**src/design/bl_pkg.sv**
```systemverilog
// Shared constants, types and helpers for the backlight brightness control
package bl_pkg;

    // Clock and timing
    localparam int CLK_HZ       = 125_000_000;
    localparam int PWM_STEPS    = 1024;
    localparam int PWM_FMIN_HZ  = 229;
    localparam int PWM_FMAX_HZ  = 19531;
    localparam int DIV_SLOW     = CLK_HZ / (PWM_FMIN_HZ * PWM_STEPS);
    localparam int DIV_FAST     = CLK_HZ / (PWM_FMAX_HZ * PWM_STEPS);
    localparam int IN_FMIN_HZ   = 100;
    localparam int IN_FMAX_HZ   = 25_000;
    localparam int IN_SPAN_CYC  = CLK_HZ / IN_FMIN_HZ;
    localparam int STBY_MS      = 50;
    localparam int STBY_CYCLES  = (CLK_HZ / 1000) * STBY_MS;
    localparam int ALS_CONV_MS  = 500;
    localparam int ALS_GATE_CYC = (CLK_HZ / 1000) * ALS_CONV_MS;

    // Sink current scale: code times step gives microamps
    localparam int CUR_FULL_UA  = 60_000;
    localparam int CUR_STEP_UA  = 230;
    localparam int CUR_DEF_UA   = 20_000;
    localparam logic [7:0] CUR_DEFAULT = 8'(CUR_DEF_UA / CUR_STEP_UA);

    localparam int NSINK        = 7;
    localparam int MAIN_MIN     = 4;
    localparam logic [9:0] DUTY_MAX = 10'h3FF;
    localparam int CURVE_FRAC   = 2;
    localparam int ALS_GAIN_FRAC = 4;
    localparam int ALS_SCALE_SH = 8;
    localparam int TEMP_DERATE_SH = 1;

    // Register byte addresses
    localparam logic [11:0] REG_CONFIG      = 12'h000;
    localparam logic [11:0] REG_MAIN_BRIGHT = 12'h004;
    localparam logic [11:0] REG_SUB_BRIGHT  = 12'h008;
    localparam logic [11:0] REG_MAIN_CUR    = 12'h00C;
    localparam logic [11:0] REG_SUB_CUR     = 12'h010;
    localparam logic [11:0] REG_FAULT       = 12'h014;
    localparam logic [11:0] REG_STATE       = 12'h018;
    localparam logic [11:0] REG_LIGHT       = 12'h01C;
    localparam logic [11:0] REG_NVM_CMD     = 12'h020;
    localparam logic [11:0] REG_SHADOW      = 12'h040;
    localparam logic [11:0] REG_SHADOW_END  = 12'h080;

    // Config register fields
    localparam int CFB_MODE = 0;
    localparam int CFB_SEL  = 1;
    localparam int CFB_CUR  = 2;
    localparam int CFB_STAG = 3;
    localparam int CFB_ALS  = 4;
    localparam logic [7:0] CONFIG_RESET = 8'h02;

    // PWM source, {mode, select}
    localparam logic [1:0] SRC_DIRECT = 2'b11;
    localparam logic [1:0] SRC_DUTY   = 2'b01;
    localparam logic [1:0] SRC_BRIGHT = 2'b10;
    localparam logic [1:0] SRC_MIXED  = 2'b00;

    // Nonvolatile byte indexes
    localparam int NVM_DEPTH   = 16;
    localparam int NV_CUR_MAIN = 0;
    localparam int NV_CUR_SUB  = 1;
    localparam int NV_X1       = 2;
    localparam int NV_X2       = 3;
    localparam int NV_S0       = 4;
    localparam int NV_S1       = 5;
    localparam int NV_S2       = 6;
    localparam int NV_CFG      = 7;
    localparam int NV_TEMP     = 8;
    localparam int NV_OPEN     = 9;
    localparam int NV_SHORT    = 10;
    localparam int NV_ALS_PRE  = 11;
    localparam int NV_ALS_GAIN = 12;
    localparam int NV_ALS_OFS  = 13;
    localparam int NVB_CONF    = 0;
    localparam int NVB_FREQ    = 2;
    localparam int NVB_POL     = 5;
    localparam int NVB_SLOPE   = 6;

    localparam logic [NVM_DEPTH-1:0][7:0] NVM_RESET = {
        8'h00, 8'h00, 8'h20, 8'h10, 8'h02, 8'hC0, 8'h10, 8'hA0,
        8'h32, 8'h10, 8'h10, 8'h10, 8'hC0, 8'h40, CUR_DEFAULT, CUR_DEFAULT};

    typedef enum logic [0:0] {ST_LOAD, ST_RUN} ctl_state_t;

    // Three-segment transfer, 8-bit brightness to 10-bit duty
    function automatic logic [9:0] curve(input logic [7:0] x, input logic [7:0] x1, input logic [7:0] x2,
                                         input logic [7:0] s0, input logic [7:0] s1, input logic [7:0] s2);
        logic [17:0] y1;
        logic [17:0] y2;
        logic [17:0] y;
        y1 = ({10'h000, x1} * {10'h000, s0}) >> CURVE_FRAC;
        y2 = y1 + (({10'h000, 8'(x2 - x1)} * {10'h000, s1}) >> CURVE_FRAC);
        if (x < x1) begin
            y = ({10'h000, x} * {10'h000, s0}) >> CURVE_FRAC;
        end else if (x < x2) begin
            y = y1 + (({10'h000, 8'(x - x1)} * {10'h000, s1}) >> CURVE_FRAC);
        end else begin
            y = y2 + (({10'h000, 8'(x - x2)} * {10'h000, s2}) >> CURVE_FRAC);
        end
        return (y > {8'h00, DUTY_MAX}) ? DUTY_MAX : y[9:0];
    endfunction

    // Phase spacing for 4 to 7 main strings
    function automatic logic [9:0] stagger_step(input logic [1:0] conf);
        case (conf)
            2'b00:   return 10'(PWM_STEPS / 4);
            2'b01:   return 10'(PWM_STEPS / 5);
            2'b10:   return 10'(PWM_STEPS / 6);
            default: return 10'(PWM_STEPS / 7);
        endcase
    endfunction

endpackage

```
**src/design/pwm_duty_meter.sv**
```systemverilog
// Duty-cycle meter for the external PWM input
`timescale 1ns/1ps
`default_nettype none
module pwm_duty_meter
    import bl_pkg::*;
#(
    parameter int CNT_W    = 24,
    parameter int STBY_CYC = STBY_CYCLES,
    parameter int SPAN_CYC = IN_SPAN_CYC
) (
    input  wire logic       pclk,
    input  wire logic       presetn,
    input  wire logic       pwm_pin,
    output logic            pin_level,
    output logic [9:0]      duty,
    output logic            idle_low
);

    typedef struct packed {
        logic [1:0]       sync;
        logic             prev;
        logic [CNT_W-1:0] hcnt;
        logic [CNT_W-1:0] pcnt;
        logic [CNT_W-1:0] run;
        logic [CNT_W-1:0] per;
        logic [CNT_W:0]   rem;
        logic [3:0]       step;
        logic [9:0]       quo;
        logic [9:0]       duty;
        logic             idle;
    } meter_t;

    localparam logic [CNT_W-1:0] CNT_ONE  = CNT_W'(1);
    localparam logic [CNT_W-1:0] CNT_TOP  = {CNT_W{1'b1}};
    localparam logic [CNT_W-1:0] STBY_LIM = CNT_W'(STBY_CYC);
    localparam logic [CNT_W-1:0] SPAN_LIM = CNT_W'(SPAN_CYC);
    localparam logic [3:0]       DIV_BITS = 4'hA;

    meter_t s;
    meter_t n;
    logic   lvl;
    logic [CNT_W+1:0] r2;

    assign lvl       = s.sync[1];
    assign pin_level = s.prev;
    assign duty      = s.duty;
    assign idle_low  = s.idle;

    always_comb begin
        n = s;
        r2 = {s.rem, 1'b0};
        n.sync = {s.sync[0], pwm_pin};
        n.prev = lvl;
        if (s.pcnt != CNT_TOP) n.pcnt = s.pcnt + CNT_ONE;
        if (lvl && s.hcnt != CNT_TOP) n.hcnt = s.hcnt + CNT_ONE;
        if (s.run != CNT_TOP) n.run = s.run + CNT_ONE;
        if (lvl != s.prev) n.run = '0;
        if (s.step != '0) begin
            n.step = s.step - 4'h1;
            if (r2 >= {2'b00, s.per}) begin
                n.rem = (CNT_W+1)'(r2 - {2'b00, s.per});
                n.quo = {s.quo[8:0], 1'b1};
            end else begin
                n.rem = r2[CNT_W:0];
                n.quo = {s.quo[8:0], 1'b0};
            end
            if (s.step == 4'h1) n.duty = n.quo;
        end
        if (lvl && !s.prev) begin
            if (s.step == '0 && s.pcnt != '0) begin
                n.per  = s.pcnt;
                n.rem  = {1'b0, s.hcnt};
                n.quo  = '0;
                n.step = DIV_BITS;
            end
            n.pcnt = CNT_ONE;
            n.hcnt = CNT_ONE;
            n.idle = 1'b0;
        end
        // level held past the slowest period
        if (s.run >= SPAN_LIM) begin
            n.duty = lvl ? DUTY_MAX : '0;
            n.step = '0;
        end
        if (!lvl && s.run >= STBY_LIM) n.idle = 1'b1;
    end

    always_ff @(posedge pclk or negedge presetn) begin
        if (!presetn) begin
            s <= '0;
        end else begin
            s <= n;
        end
    end

endmodule
`default_nettype wire

```
**src/design/backlight_brightness_control.sv**
```systemverilog
// Backlight brightness control: APB registers, PWM sources, stagger, faults
//
// Our own choices: the APB register port and the placing of the registers.
`timescale 1ns/1ps
`default_nettype none
module backlight_brightness_control
    import bl_pkg::*;
#(
    parameter int STBY_CYC = STBY_CYCLES,
    parameter int ALS_GATE = ALS_GATE_CYC
) (
    input  wire logic              pclk,
    input  wire logic              presetn,
    input  wire logic              psel,
    input  wire logic              penable,
    input  wire logic              pwrite,
    input  wire logic [11:0]       paddr,
    input  wire logic [31:0]       pwdata,
    output logic [31:0]            prdata,
    output logic                   pready,
    output logic                   pslverr,
    input  wire logic              pwm_in,
    input  wire logic              light_freq_input,
    input  wire logic              proto_sel,
    input  wire logic [7:0]        temp_code,
    input  wire logic [NSINK-1:0]  open_flag,
    input  wire logic [NSINK-1:0]  short_flag,
    input  wire logic              fault_n_i,
    output logic                   fault_n_o,
    output logic                   fault_n_oe,
    output logic [NSINK-1:0]       sink_on,
    output logic [7:0]             main_current,
    output logic [7:0]             sub_current,
    output logic [7:0]             open_thr,
    output logic [7:0]             short_thr,
    output logic                   sensor_en,
    output logic                   standby,
    output logic                   smbus_sel
);

    typedef struct packed {
        ctl_state_t                  state;
        logic [NVM_DEPTH-1:0][7:0]   nvm;
        logic [NVM_DEPTH-1:0][7:0]   shadow;
        logic [7:0]                  ctrl;
        logic [7:0]                  main_bright;
        logic [7:0]                  sub_bright;
        logic [7:0]                  main_cur;
        logic [7:0]                  sub_cur;
        logic [NSINK-1:0]            fault_open;
        logic [NSINK-1:0]            fault_short;
        logic [31:0]                 prdata;
        logic                        pslverr;
        logic [9:0]                  pwm_cnt;
        logic [9:0]                  div_cnt;
        logic [1:0]                  als_sync;
        logic                        als_prev;
        logic [15:0]                 als_cnt;
        logic [15:0]                 als_val;
        logic [25:0]                 gate_cnt;
        logic [1:0]                  proto_sync;
        logic [1:0]                  fn_sync;
        logic [NSINK-1:0]            open_s1;
        logic [NSINK-1:0]            open_s2;
        logic [NSINK-1:0]            short_s1;
        logic [NSINK-1:0]            short_s2;
        logic [NSINK-1:0]            sink_on;
        logic [9:0]                  duty;
        logic                        derate;
        logic                        sensor_en;
        logic                        standby;
        logic                        smbus_sel;
        logic                        fault_drive;
        logic [7:0]                  main_current;
        logic [7:0]                  sub_current;
    } ctl_t;

    localparam logic [25:0] GATE_LAST = 26'(ALS_GATE - 1);
    localparam logic [9:0]  DIV_SLOW_W = 10'(DIV_SLOW);
    localparam logic [9:0]  DIV_FAST_W = 10'(DIV_FAST);

    ctl_t s;
    ctl_t n;
    logic       pin_level;
    logic [9:0] meter_duty;
    logic       idle_low;

    ////////////////////////////////////////////////////////////////////////////
    // Input duty measurement

    pwm_duty_meter #(
        .CNT_W    (24),
        .STBY_CYC (STBY_CYC),
        .SPAN_CYC (IN_SPAN_CYC)
    ) u_meter (
        .pclk      (pclk),
        .presetn   (presetn),
        .pwm_pin   (pwm_in),
        .pin_level (pin_level),
        .duty      (meter_duty),
        .idle_low  (idle_low)
    );

    ////////////////////////////////////////////////////////////////////////////
    // Register read mux

    function automatic logic [31:0] read_word(input logic [11:0] a, input ctl_t c);
        if (a == REG_CONFIG) begin
            return {24'h0, c.ctrl};
        end else if (a == REG_MAIN_BRIGHT) begin
            return {24'h0, c.main_bright};
        end else if (a == REG_SUB_BRIGHT) begin
            return {24'h0, c.sub_bright};
        end else if (a == REG_MAIN_CUR) begin
            return {24'h0, c.main_cur};
        end else if (a == REG_SUB_CUR) begin
            return {24'h0, c.sub_cur};
        end else if (a == REG_FAULT) begin
            return {17'h0, c.fault_short, 1'b0, c.fault_open};
        end else if (a == REG_STATE) begin
            return {12'h0, ~c.fn_sync[1], c.derate, c.smbus_sel, c.standby, 6'h0, c.duty};
        end else if (a == REG_LIGHT) begin
            return {16'h0, c.als_val};
        end else if (a >= REG_SHADOW && a < REG_SHADOW_END) begin
            return {24'h0, c.shadow[a[5:2]]};
        end else begin
            return 32'h0;
        end
    endfunction

    function automatic logic mapped(input logic [11:0] a);
        return (a[1:0] == 2'b00) && (a <= REG_NVM_CMD || (a >= REG_SHADOW && a < REG_SHADOW_END));
    endfunction

    ////////////////////////////////////////////////////////////////////////////
    // Next-state logic

    logic        wr;
    logic [1:0]  src;
    logic [1:0]  conf;
    logic        seventh_main;
    logic [9:0]  bright_duty;
    logic [9:0]  base;
    logic [19:0] prod;
    logic [15:0] als_scaled;
    logic [23:0] als_raw;
    logic [7:0]  als_factor;
    logic [9:0]  div_len;
    logic [9:0]  step;
    logic [9:0]  phase;
    logic [9:0]  rel;
    logic [NSINK-1:0] next_open;
    logic [NSINK-1:0] next_short;

    always_comb begin
        n = s;
        wr = psel && penable && pwrite;
        src = {s.ctrl[CFB_MODE], s.ctrl[CFB_SEL]};
        conf = s.shadow[NV_CFG][NVB_CONF +: 2];
        seventh_main = (conf == 2'b11);
        next_open = s.fault_open;
        next_short = s.fault_short;
        prod = '0;
        rel = '0;

        // Synchronisers for pins from outside the clock domain
        n.als_sync = {s.als_sync[0], light_freq_input};
        n.proto_sync = {s.proto_sync[0], proto_sel};
        n.fn_sync = {s.fn_sync[0], fault_n_i};
        n.open_s1 = open_flag;
        n.open_s2 = s.open_s1;
        n.short_s1 = short_flag;
        n.short_s2 = s.short_s1;
        n.smbus_sel = s.proto_sync[1];

        if (s.state == ST_LOAD) begin
            n.shadow = s.nvm;
            n.state = ST_RUN;
        end

        // APB access, read data captured in setup phase
        if (psel && !penable) begin
            n.prdata = read_word(paddr, s);
            n.pslverr = !mapped(paddr);
        end
        if (wr && mapped(paddr) && s.state == ST_RUN) begin
            if (paddr == REG_CONFIG) begin
                n.ctrl = pwdata[7:0];
            end else if (paddr == REG_MAIN_BRIGHT) begin
                n.main_bright = pwdata[7:0];
            end else if (paddr == REG_SUB_BRIGHT) begin
                n.sub_bright = pwdata[7:0];
            end else if (paddr == REG_MAIN_CUR) begin
                n.main_cur = pwdata[7:0];
            end else if (paddr == REG_SUB_CUR) begin
                n.sub_cur = pwdata[7:0];
            end else if (paddr == REG_FAULT) begin
                next_open = s.fault_open & ~pwdata[NSINK-1:0];
                next_short = s.fault_short & ~pwdata[NSINK+7:8];
            end else if (paddr == REG_NVM_CMD) begin
                if (pwdata[0]) n.nvm = s.shadow;
            end else if (paddr >= REG_SHADOW) begin
                n.shadow[paddr[5:2]] = pwdata[7:0];
            end
        end

        // per-group current, host value when selected
        n.main_current = s.ctrl[CFB_CUR] ? s.main_cur : s.shadow[NV_CUR_MAIN];
        n.sub_current = s.ctrl[CFB_CUR] ? s.sub_cur : s.shadow[NV_CUR_SUB];

        // light frequency counted over a gate window
        n.als_prev = s.als_sync[1];
        if (s.als_sync[1] && !s.als_prev && s.als_cnt != 16'hFFFF) n.als_cnt = s.als_cnt + 16'h1;
        n.gate_cnt = s.gate_cnt + 26'h1;
        if (s.gate_cnt >= GATE_LAST) begin
            n.gate_cnt = '0;
            n.als_val = s.als_cnt;
            // Edge on the gate boundary opens the next window
            n.als_cnt = {15'h0, s.als_sync[1] && !s.als_prev};
        end
        als_scaled = s.als_val >> s.shadow[NV_ALS_PRE][2:0];
        als_raw = ({8'h00, als_scaled} * {16'h0000, s.shadow[NV_ALS_GAIN]}) >> ALS_GAIN_FRAC;
        als_raw = als_raw + {16'h0000, s.shadow[NV_ALS_OFS]};
        als_factor = (als_raw > 24'h0000FF) ? 8'hFF : als_raw[7:0];
        n.sensor_en = s.shadow[NV_CFG][NVB_POL] ? s.ctrl[CFB_ALS] : !s.ctrl[CFB_ALS];

        bright_duty = curve(s.main_bright, s.shadow[NV_X1], s.shadow[NV_X2],
                            s.shadow[NV_S0], s.shadow[NV_S1], s.shadow[NV_S2]);
        case (src)
            SRC_DUTY:   base = meter_duty;
            SRC_BRIGHT: base = bright_duty;
            SRC_MIXED: begin
                prod = {10'h000, bright_duty} * {10'h000, meter_duty};
                base = prod[19:10];
            end
            default:    base = DUTY_MAX;
        endcase
        // ambient scaling on main group only
        if (s.ctrl[CFB_ALS] && src != SRC_DIRECT) begin
            prod = {10'h000, base} * {12'h000, als_factor};
            base = prod[17:8];
        end
        n.derate = temp_code > s.shadow[NV_TEMP];
        if (n.derate && src != SRC_DIRECT) base = base >> TEMP_DERATE_SH;
        n.duty = base;
        // standby when stand-alone input stays low
        n.standby = (src == SRC_DUTY) && idle_low && !s.shadow[NV_CFG][NVB_SLOPE];

        // PWM period from stored frequency select
        div_len = DIV_SLOW_W >> s.shadow[NV_CFG][NVB_FREQ +: 3];
        if (div_len < DIV_FAST_W) div_len = DIV_FAST_W;
        n.div_cnt = s.div_cnt + 10'h1;
        if (s.div_cnt >= div_len - 10'h1) begin
            n.div_cnt = '0;
            n.pwm_cnt = s.pwm_cnt + 10'h1;
        end

        // equal phase spacing for configured strings
        step = s.ctrl[CFB_STAG] ? stagger_step(conf) : 10'h000;
        phase = '0;
        for (int i = 0; i < NSINK; i++) begin
            rel = s.pwm_cnt - phase;
            if (i >= MAIN_MIN + int'(conf)) begin
                n.sink_on[i] = (i == NSINK - 1) && !seventh_main && (s.pwm_cnt < {s.sub_bright, 2'b00});
            end else if (src == SRC_DIRECT) begin
                // direct mode follows the pin level
                n.sink_on[i] = pin_level;
            end else begin
                n.sink_on[i] = !n.standby && (rel < s.duty);
            end
            phase = phase + step;
        end

        // faults on lit strings, set wins over clear
        next_open = next_open | (s.open_s2 & s.sink_on);
        next_short = next_short | (s.short_s2 & s.sink_on);
        n.fault_open = next_open;
        n.fault_short = next_short;
        n.fault_drive = |{next_open, next_short};
    end

    always_ff @(posedge pclk or negedge presetn) begin
        if (!presetn) begin
            s <= '0;
            s.state <= ST_LOAD;
            s.nvm <= NVM_RESET;
            s.shadow <= NVM_RESET;
            s.ctrl <= CONFIG_RESET;
        end else begin
            s <= n;
        end
    end

    ////////////////////////////////////////////////////////////////////////////
    // Outputs

    // current code drives the linear sink DAC
    assign main_current = s.main_current;
    assign sub_current  = s.sub_current;
    assign prdata       = s.prdata;
    assign pready       = 1'b1;
    assign pslverr      = s.pslverr;
    assign sink_on      = s.sink_on;
    assign open_thr     = s.shadow[NV_OPEN];
    assign short_thr    = s.shadow[NV_SHORT];
    assign sensor_en    = s.sensor_en;
    assign standby      = s.standby;
    assign smbus_sel    = s.smbus_sel;
    assign fault_n_o    = 1'b0;
    assign fault_n_oe   = s.fault_drive;

endmodule
`default_nettype wire

```
**config.mk**
```make
export PLATFORM = sky130hd
export DESIGN_NAME = backlight_brightness_control
export DESIGN_NICKNAME = d
export VERILOG_FILES = /design/src/design/bl_pkg.sv /design/src/design/pwm_duty_meter.sv /design/src/design/backlight_brightness_control.sv
export SDC_FILE = /design/constraint.sdc
export NUM_CORES = 2
export LEC_CHECK = 0
export BUFFER_PORTS_ARGS = -buffer_cell sky130_fd_sc_hd__buf_2
export CORE_MARGIN = 2
export CORE_UTILIZATION = 59
export DETAILED_ROUTE_END_ITERATION = 10
export PLACE_DENSITY = 0.87
export SYNTH_ARGS = -nofsm -noshare
export SYNTH_HDL_FRONTEND = slang
export SYNTH_SLANG_ARGS = --single-unit
```
**constraint.sdc**
```tcl
create_clock -name pclk -period 18.2 [get_ports pclk]
set_input_delay 2.73 -clock pclk [delete_from_list [all_inputs] [get_ports pclk]]
set_output_delay 2.73 -clock pclk [all_outputs]
set_load 0.02 [all_outputs]
```
=== After elaboration in Yosys (flattened, before gate mapping) ===
Index checks and enable logic that the tools add are counted.

* Add/subtract/negate cells: 29
* Multipliers: 8
* Order comparisons: 31
* Eq/ne operators: 21
* Shifts and indexed selects: 2
* Mux-type cells: 93
* Bitwise gates (word level): 15
* Reductions and logical operators: 59

{| class="wikitable"
|+ Operators with widths
! cell !! count
|-
| two-way mux 128 bit || 9
|-
| two-way mux 168 bit || 1
|-
| bitwise mux 128 bit || 1
|-
| two-way mux 24 bit || 5
|-
| two-way mux 20 bit || 5
|-
| two-way mux 7 bit || 14
|-
| two-way mux 32 bit || 3
|-
| two-way mux 8 bit || 12
|-
| two-way mux 10 bit || 9
|-
| < comparator 10 bit || 8
|-
| multiplier 8 x 8 -> 16 bit || 5
|-
| two-way mux 16 bit || 5
|-
| two-way mux 39 bit || 2
|-
| adder 24 x 1 -> 24 bit (second input constant) || 3
|-
| inequality test 24 bit (second input constant) || 3
|-
| >= comparator 3 x 32 -> 1 bit (first input constant) || 2
|-
| >= comparator 4 x 32 -> 1 bit (first input constant) || 2
|-
| subtractor 10 bit || 6
|-
| two-way mux 58 bit || 1
|-
| adder 10 bit || 5
|-
| two-way mux 49 bit || 1
|-
| == test 12 x 5 -> 1 bit (second input constant) || 4
|-
| two-way mux 48 bit || 1
|-
| binary-select mux 8 bit (select 4 bit) || 1
|-
| 69 further kinds || 150
|}

* Register bits after elaboration: 644
* Input port bits: 75
* Output and inout port bits: 78
* Logic and storage cells: 333

=== Depth between registers and ports, before layout ===
* Depth in word-level cells: 14
* Mapped depth: 84
* Depth with buffers taken out: 83

=== Modules after synthesis ===
A second synthesis with hierarchy kept.

* Cell total of the unflattened synthesis: 6208
* Area total of the unflattened synthesis: 58483.6 µm²

{| class="wikitable"
|+ By module, submodules not included
! module !! instances !! cells each !! area an instance (µm²) !! seq. area each (µm²)
|-
| backlight_brightness_control || 1 || 5280 || 49900.4 || 12150.4
|-
| pwm_duty_meter || 1 || 928 || 8583.2 || 3703.6
|}

=== Worst setup path before layout ===
Ideal clock, no wire load.

* Path type: flip-flop to flip-flop
* Start: register s[255] (netlist name)
* End: register s[28] (netlist name)
* Setup time: 125 ps
* Arrival time: 17698 ps
* Data required time: 18075 ps
* Path slack: 377 ps
* Cell stages (with the launch flop): 70
* Path buffers: 2
* Period minus slack after synthesis: 17823 ps
* Path through: dfrtp_1 -> clkbuf_1 -> inv_1 -> fa_1 -> a21o_1 -> a21oi_1 -> o21bai_1 -> a21oi_1 -> xnor2_1 -> and2_1 -> fa_1 -> fa_1 -> fa_1 -> inv_1 -> fa_1 -> inv_1 -> ha_1 -> a21oi_1 -> [34 not listed] -> o22ai_1 -> nor2_1 -> fa_1 -> fa_1 -> fa_1 -> inv_1 -> fa_1 -> inv_1 -> ha_1 -> o21ai_0 -> nand2b_1 -> and2_1 -> o21ai_0 -> a31oi_4 -> o41ai_4 -> xor2_1 -> mux2i_1 -> mux2_2

* Word-level cells in the longest chain between the ends: 13
* Elaborated cells on any way between the ends: 18
* Classes of those cells: 5 x add/sub; 5 x mul; 2 x order compare; 6 x mux

{| class="wikitable"
|+ Ends and longest elaborated chain
! element !! line !! source
|-
| start, declared || backlight_brightness_control.sv:82 || <nowiki>ctl_t s;</nowiki>
|-
| start signal, assigned || backlight_brightness_control.sv:290 || <nowiki>s <= n;</nowiki>
|-
| subtractor 8 bit || bl_pkg.sv:94 || <nowiki>y2 = y1 + (({10'h000, 8'(x2 - x1)} * {10'h000, s1}) >> CURVE_FRAC);</nowiki>
|-
| multiplier 8 x 8 -> 16 bit || bl_pkg.sv:94 ||
|-
| adder 14 x 14 -> 15 bit || bl_pkg.sv:94 ||
|-
| adder 15 x 14 -> 16 bit || bl_pkg.sv:100 || <nowiki>y = y2 + (({10'h000, 8'(x - x2)} * {10'h000, s2}) >> CURVE_FRAC);</nowiki>
|-
| two-way mux 16 bit || bl_pkg.sv:97 || <nowiki>end else if (x < x2) begin</nowiki>
|-
| two-way mux 16 bit * || bl_pkg.sv:95 || <nowiki>if (x < x1) begin</nowiki>
|-
| > comparator 18 x 10 -> 1 bit || bl_pkg.sv:102 || <nowiki>return (y > {8'h00, DUTY_MAX}) ? DUTY_MAX : y[9:0];</nowiki>
|-
| two-way mux 10 bit * || bl_pkg.sv:102 ||
|-
| multiplier 10 x 10 -> 20 bit || backlight_brightness_control.sv:233 || <nowiki>prod = {10'h000, bright_duty} * {10'h000, meter_duty};</nowiki>
|-
| one-hot mux 10 bit (3 select lines) * || backlight_brightness_control.sv:229 || <nowiki>case (src)</nowiki>
|-
| multiplier 10 x 8 -> 18 bit || backlight_brightness_control.sv:240 || <nowiki>prod = {10'h000, base} * {12'h000, als_factor};</nowiki>
|-
| two-way mux 10 bit * || backlight_brightness_control.sv:239 || <nowiki>if (s.ctrl[CFB_ALS] && src != SRC_DIRECT) begin</nowiki>
|-
| two-way mux 10 bit * || backlight_brightness_control.sv:244 || <nowiki>if (n.derate && src != SRC_DIRECT) base = base >> TEMP_DERATE_SH;</nowiki>
|-
| via base[7] || backlight_brightness_control.sv:143 || <nowiki>logic [9:0] base;</nowiki>
|}

The timed path passes the listed nets; every way through them passes the cells marked *.
A chain may end at the register's enable or synchronous reset.

=== Worst setup path after layout ===
* Start: register s[262] (netlist name)
* End: register s[29] (netlist name)

* Word-level cells in the longest chain between the ends: 13
* Elaborated cells on any way between the ends: 16
* Classes of those cells: 4 x add/sub; 4 x mul; 2 x order compare; 6 x mux

{| class="wikitable"
|+ Ends and longest elaborated chain
! element !! line
|-
| subtractor 8 bit || bl_pkg.sv:94
|-
| multiplier 8 x 8 -> 16 bit || bl_pkg.sv:94
|-
| adder 14 x 14 -> 15 bit || bl_pkg.sv:94
|-
| adder 15 x 14 -> 16 bit || bl_pkg.sv:100
|-
| two-way mux 16 bit * || bl_pkg.sv:97
|-
| two-way mux 16 bit * || bl_pkg.sv:95
|-
| > comparator 18 x 10 -> 1 bit || bl_pkg.sv:102
|-
| two-way mux 10 bit * || bl_pkg.sv:102
|-
| multiplier 10 x 10 -> 20 bit || backlight_brightness_control.sv:233
|-
| one-hot mux 10 bit (3 select lines) * || backlight_brightness_control.sv:229
|-
| multiplier 10 x 8 -> 18 bit || backlight_brightness_control.sv:240
|-
| two-way mux 10 bit * || backlight_brightness_control.sv:239
|-
| two-way mux 10 bit * || backlight_brightness_control.sv:244
|-
| via base[8] || backlight_brightness_control.sv:143
|}

Marks and branches as above.

==> flow_metrics.env <==
export IMPL_hold_viol_final=0
export IMPL_skew_ns=0.0335
export IMPL_setup_viol=0
export IMPL_antenna_left=0
export IMPL_slowest_delay_ns=0.56
export IMPL_min_period_ns=17.93
export IMPL_cts_tree="done"
export IMPL_syn_inst=6038
export IMPL_cp_common_cell="fa_1"
export IMPL_start_util_pct=59.5
export IMPL_status="finished, final reports clean"
export IMPL_wl_per_cell_um=20.8
export IMPL_num_rows=114
export IMPL_routed_wl_mm=154
export IMPL_nNetsFinal=7081
export IMPL_cp_max_fo=5
export IMPL_p_leak_nw=32.3
export IMPL_finalMaxSlewViolations=0
export IMPL_antenna_found_initial=13
export IMPL_final_common_cell="inv_1"
export IMPL_num_io_pins=153
export IMPL_clk_pin_slew_worst_paths_ns=0.06
export IMPL_area_growth_pct=8.05
export IMPL_gr_total_overflow=0
export IMPL_grt_pass1_vias=47023
export IMPL_max_freq_mhz=55.8
export IMPL_ys_async_sr_fraction_pct=100
export IMPL_crit_slowest_cell="fa_1"
export IMPL_min_path_type="reg -> reg"
export IMPL_synth_seq_cells=631
export IMPL_fp_dieH_um=316
export IMPL_gp_congestion=0.972
export IMPL_clock_root_buffer="clkbuf_16"
export IMPL_ys_flop_type="dfrtp_1"
export IMPL_syn_area_mm2=0.0576
export IMPL_ys_warn_count=0
export IMPL_layout_setup_ws_ns=0.272
export IMPL_path_class="reg -> reg"
export IMPL_slew_headroom_pct=6.45
export IMPL_via_count=45399
export IMPL_fillCellCount=7105
export IMPL_post_route_util_pct=64.3
export IMPL_critPathLaunchType="flip-flop"
export IMPL_viasPerCell=6.15
export IMPL_drtPass1Iterations=10
export IMPL_power_density_mw_per_mm2=59.9
export IMPL_final_cells=7379
export IMPL_grt_pass1_wl_mm=245
export IMPL_final_layout_size_suffix_gt1_share_pct=13.6
export IMPL_syn_area_per_cell_um2=9.53
export IMPL_port_buffer_count=121
export IMPL_dpl_cell_count=7233
export IMPL_worst_pin_slew_ns=1.39
export IMPL_clock_path_buffers=3
export IMPL_core_area_mm2=0.0967
export IMPL_endpoint_kind="flip-flop"
export IMPL_ys_seq_area_share_pct=27.5
export IMPL_initialDrtViolationCount=4568
export IMPL_post_dp_cell_area_mm2=0.0591
export IMPL_grt_max_degree=125
export IMPL_layout_common_cells="inv_1 (677), dfrtp_1 (577), ha_1 (545)"
export IMPL_worstPathArrival_ns=18.44
export IMPL_synth_edf_count=0
export IMPL_final_cell_area_mm2=0.0622
export IMPL_vdd_ir_drop_max_mv=0.0900
export IMPL_critPathRequiredTime_ns=18.71
export IMPL_grt_total_usage_pct=30.6
export IMPL_clock_latency_ns=0.64
export IMPL_cts_sinks=631
export IMPL_htreeDepth=3
export IMPL_dpl_worst_slack_ns=-0.364
export IMPL_fin_crit_sh_pct=98.5
export IMPL_synth_distinct_cells=93
export IMPL_die_w_um=316
export IMPL_cts_buffers=69
export IMPL_hpwl_mm=111
export IMPL_drc=0
export IMPL_hold_worst_slack_ns=0.345
export IMPL_dieArea_mm2=0.100
export IMPL_maxCapViolations=0
-- cells by family after synthesis --
family / share of synthesized area (%)
mux: 9.32
fa+ha+maj: 26.1
simple gates: 14.6
xor+xnor: 4.85
flops: 27.5
buf+inv: 6.99
compound gates: 10.5
other cells: 0.0130
-- timing repair --
action,CTS,global route
hold buffers,0,0
setup buffers,0,18
cloned,0,0
endpoints found under the setup margin,10,10
resized for setup,24,100
pin swaps,0,54
-- final timing paths --
| kind | cells after the start | endpoint | from | slack [ns] |
|---|---|---|---|---|
| setup / recovery | 72 | s[29] | s[262] | 0.27 |
| min in group asynchronous | 1 | n[17] | presetn | 2.16 |
| hold reg to reg | 0 | s[40] | n[40] | 0.35 |
| hold / removal | 0 | s[40] | n[40] | 0.35 |
| max in group asynchronous | 4 | u_meter.s[11] | presetn | 13.12 |
| setup reg to reg | 72 | s[29] | s[262] | 0.27 |
-- per-layer routing --
layer,vias to the layer above,GRT usage (%),part of all wire [%]
met4,12,14.3,5.1
met5,-,0,0.048
met2,2305,49.7,47
met3,604,7.51,10
li1,20088,-,-
met1,22390,38.7,38
-- state kept, by name, summed over array words and instances, names as in the netlist, 2 cells and up --
signal	count
n	19
open_thr	8
sink_on	7
short_thr	8
main_current	8
u_meter.s	109
prdata	20
u_meter.r2	25
conf	2
sub_current	8
s	398
u_meter.duty	10
-- worst max-delay path, delay by kind of cell, from the launching register on --
family,cells,cell delay [ns]
muxes,3,0.60
and+or+nand+nor,12,2.09
AOI/OAI and AO/OA,20,4.16
buffers and inverters,13,0.97
xor gates and xnor gates,4,0.82
adders and majority gates,20,8.72
DFF,1,0.46
-- Yosys cell counts (10+ instances only) --
cell type	instances	share of area [%]
inv_1	679	4.4
dfrtp_1	580	25
ha_1	557	12
nand2_1	487	3.2
nor2_1	444	2.9
fa_1	403	14
a21oi_1	348	3.0
and2_1	273	3.0
mux2_2	231	4.5
clkbuf_1	217	1.4
xnor2_1	187	2.8
o21ai_0	182	1.6
mux2i_1	180	3.1
xor2_1	130	2.0
nor2b_1	114	1.2
a21o_1	97	1.3
nand2b_1	75	0.82
buf_4	74	0.97
nand3_1	70	0.61
o21bai_1	54	0.70
nor3_1	53	0.46
dfstp_2	51	2.3
and3_1	49	0.53
nand4_1	45	0.49
a211oi_1	42	0.55
mux4_2	42	1.6
or3_1	30	0.33
or2_2	26	0.28
o21a_1	25	0.33
a31oi_1	21	0.23
buf_1	21	0.14
a22oi_1	20	0.26
o31ai_1	18	0.23
nor4_1	17	0.18
a211o_1	15	0.23
a222oi_1	15	0.26
a22o_1	14	0.21
o22ai_1	14	0.15
a21boi_0	12	0.16
and4_1	10	0.15
o211ai_1	10	0.13
-- power breakdown --
group | total (mW) | internal, mW | switching (mW) | leakage, nW
sequential | 1.62 | 1.49 | 0.125 | 8.17
clock | 1.44 | 0.821 | 0.620 | 1.12
combinational | 0.664 | 0.286 | 0.378 | 23.0
-- metrics by stage --
step	total power, mW	setup TNS, ns
6_report	3.72	0
5_1_grt	3.88	-1.50
4_1_cts	3.72	0
3_5_place_dp	2.29	-1.77
3_3_place_gp	2.25	0
2_1_floorplan	2.11	0
-- area by class of cell --
class	count	area [um2]	area share [%]
diodes	3	7.51	0.0121
clock buffers	104	2020	3.25
clock inverters	21	288	0.463
inverters	681	2560	4.11
multi-input cells	4425	38300	61.6
flip-flops and latches	631	15900	25.5
well taps	1276	1600	2.57
repair buffers	238	1530	2.46
(Power assumes the default switching activity.)
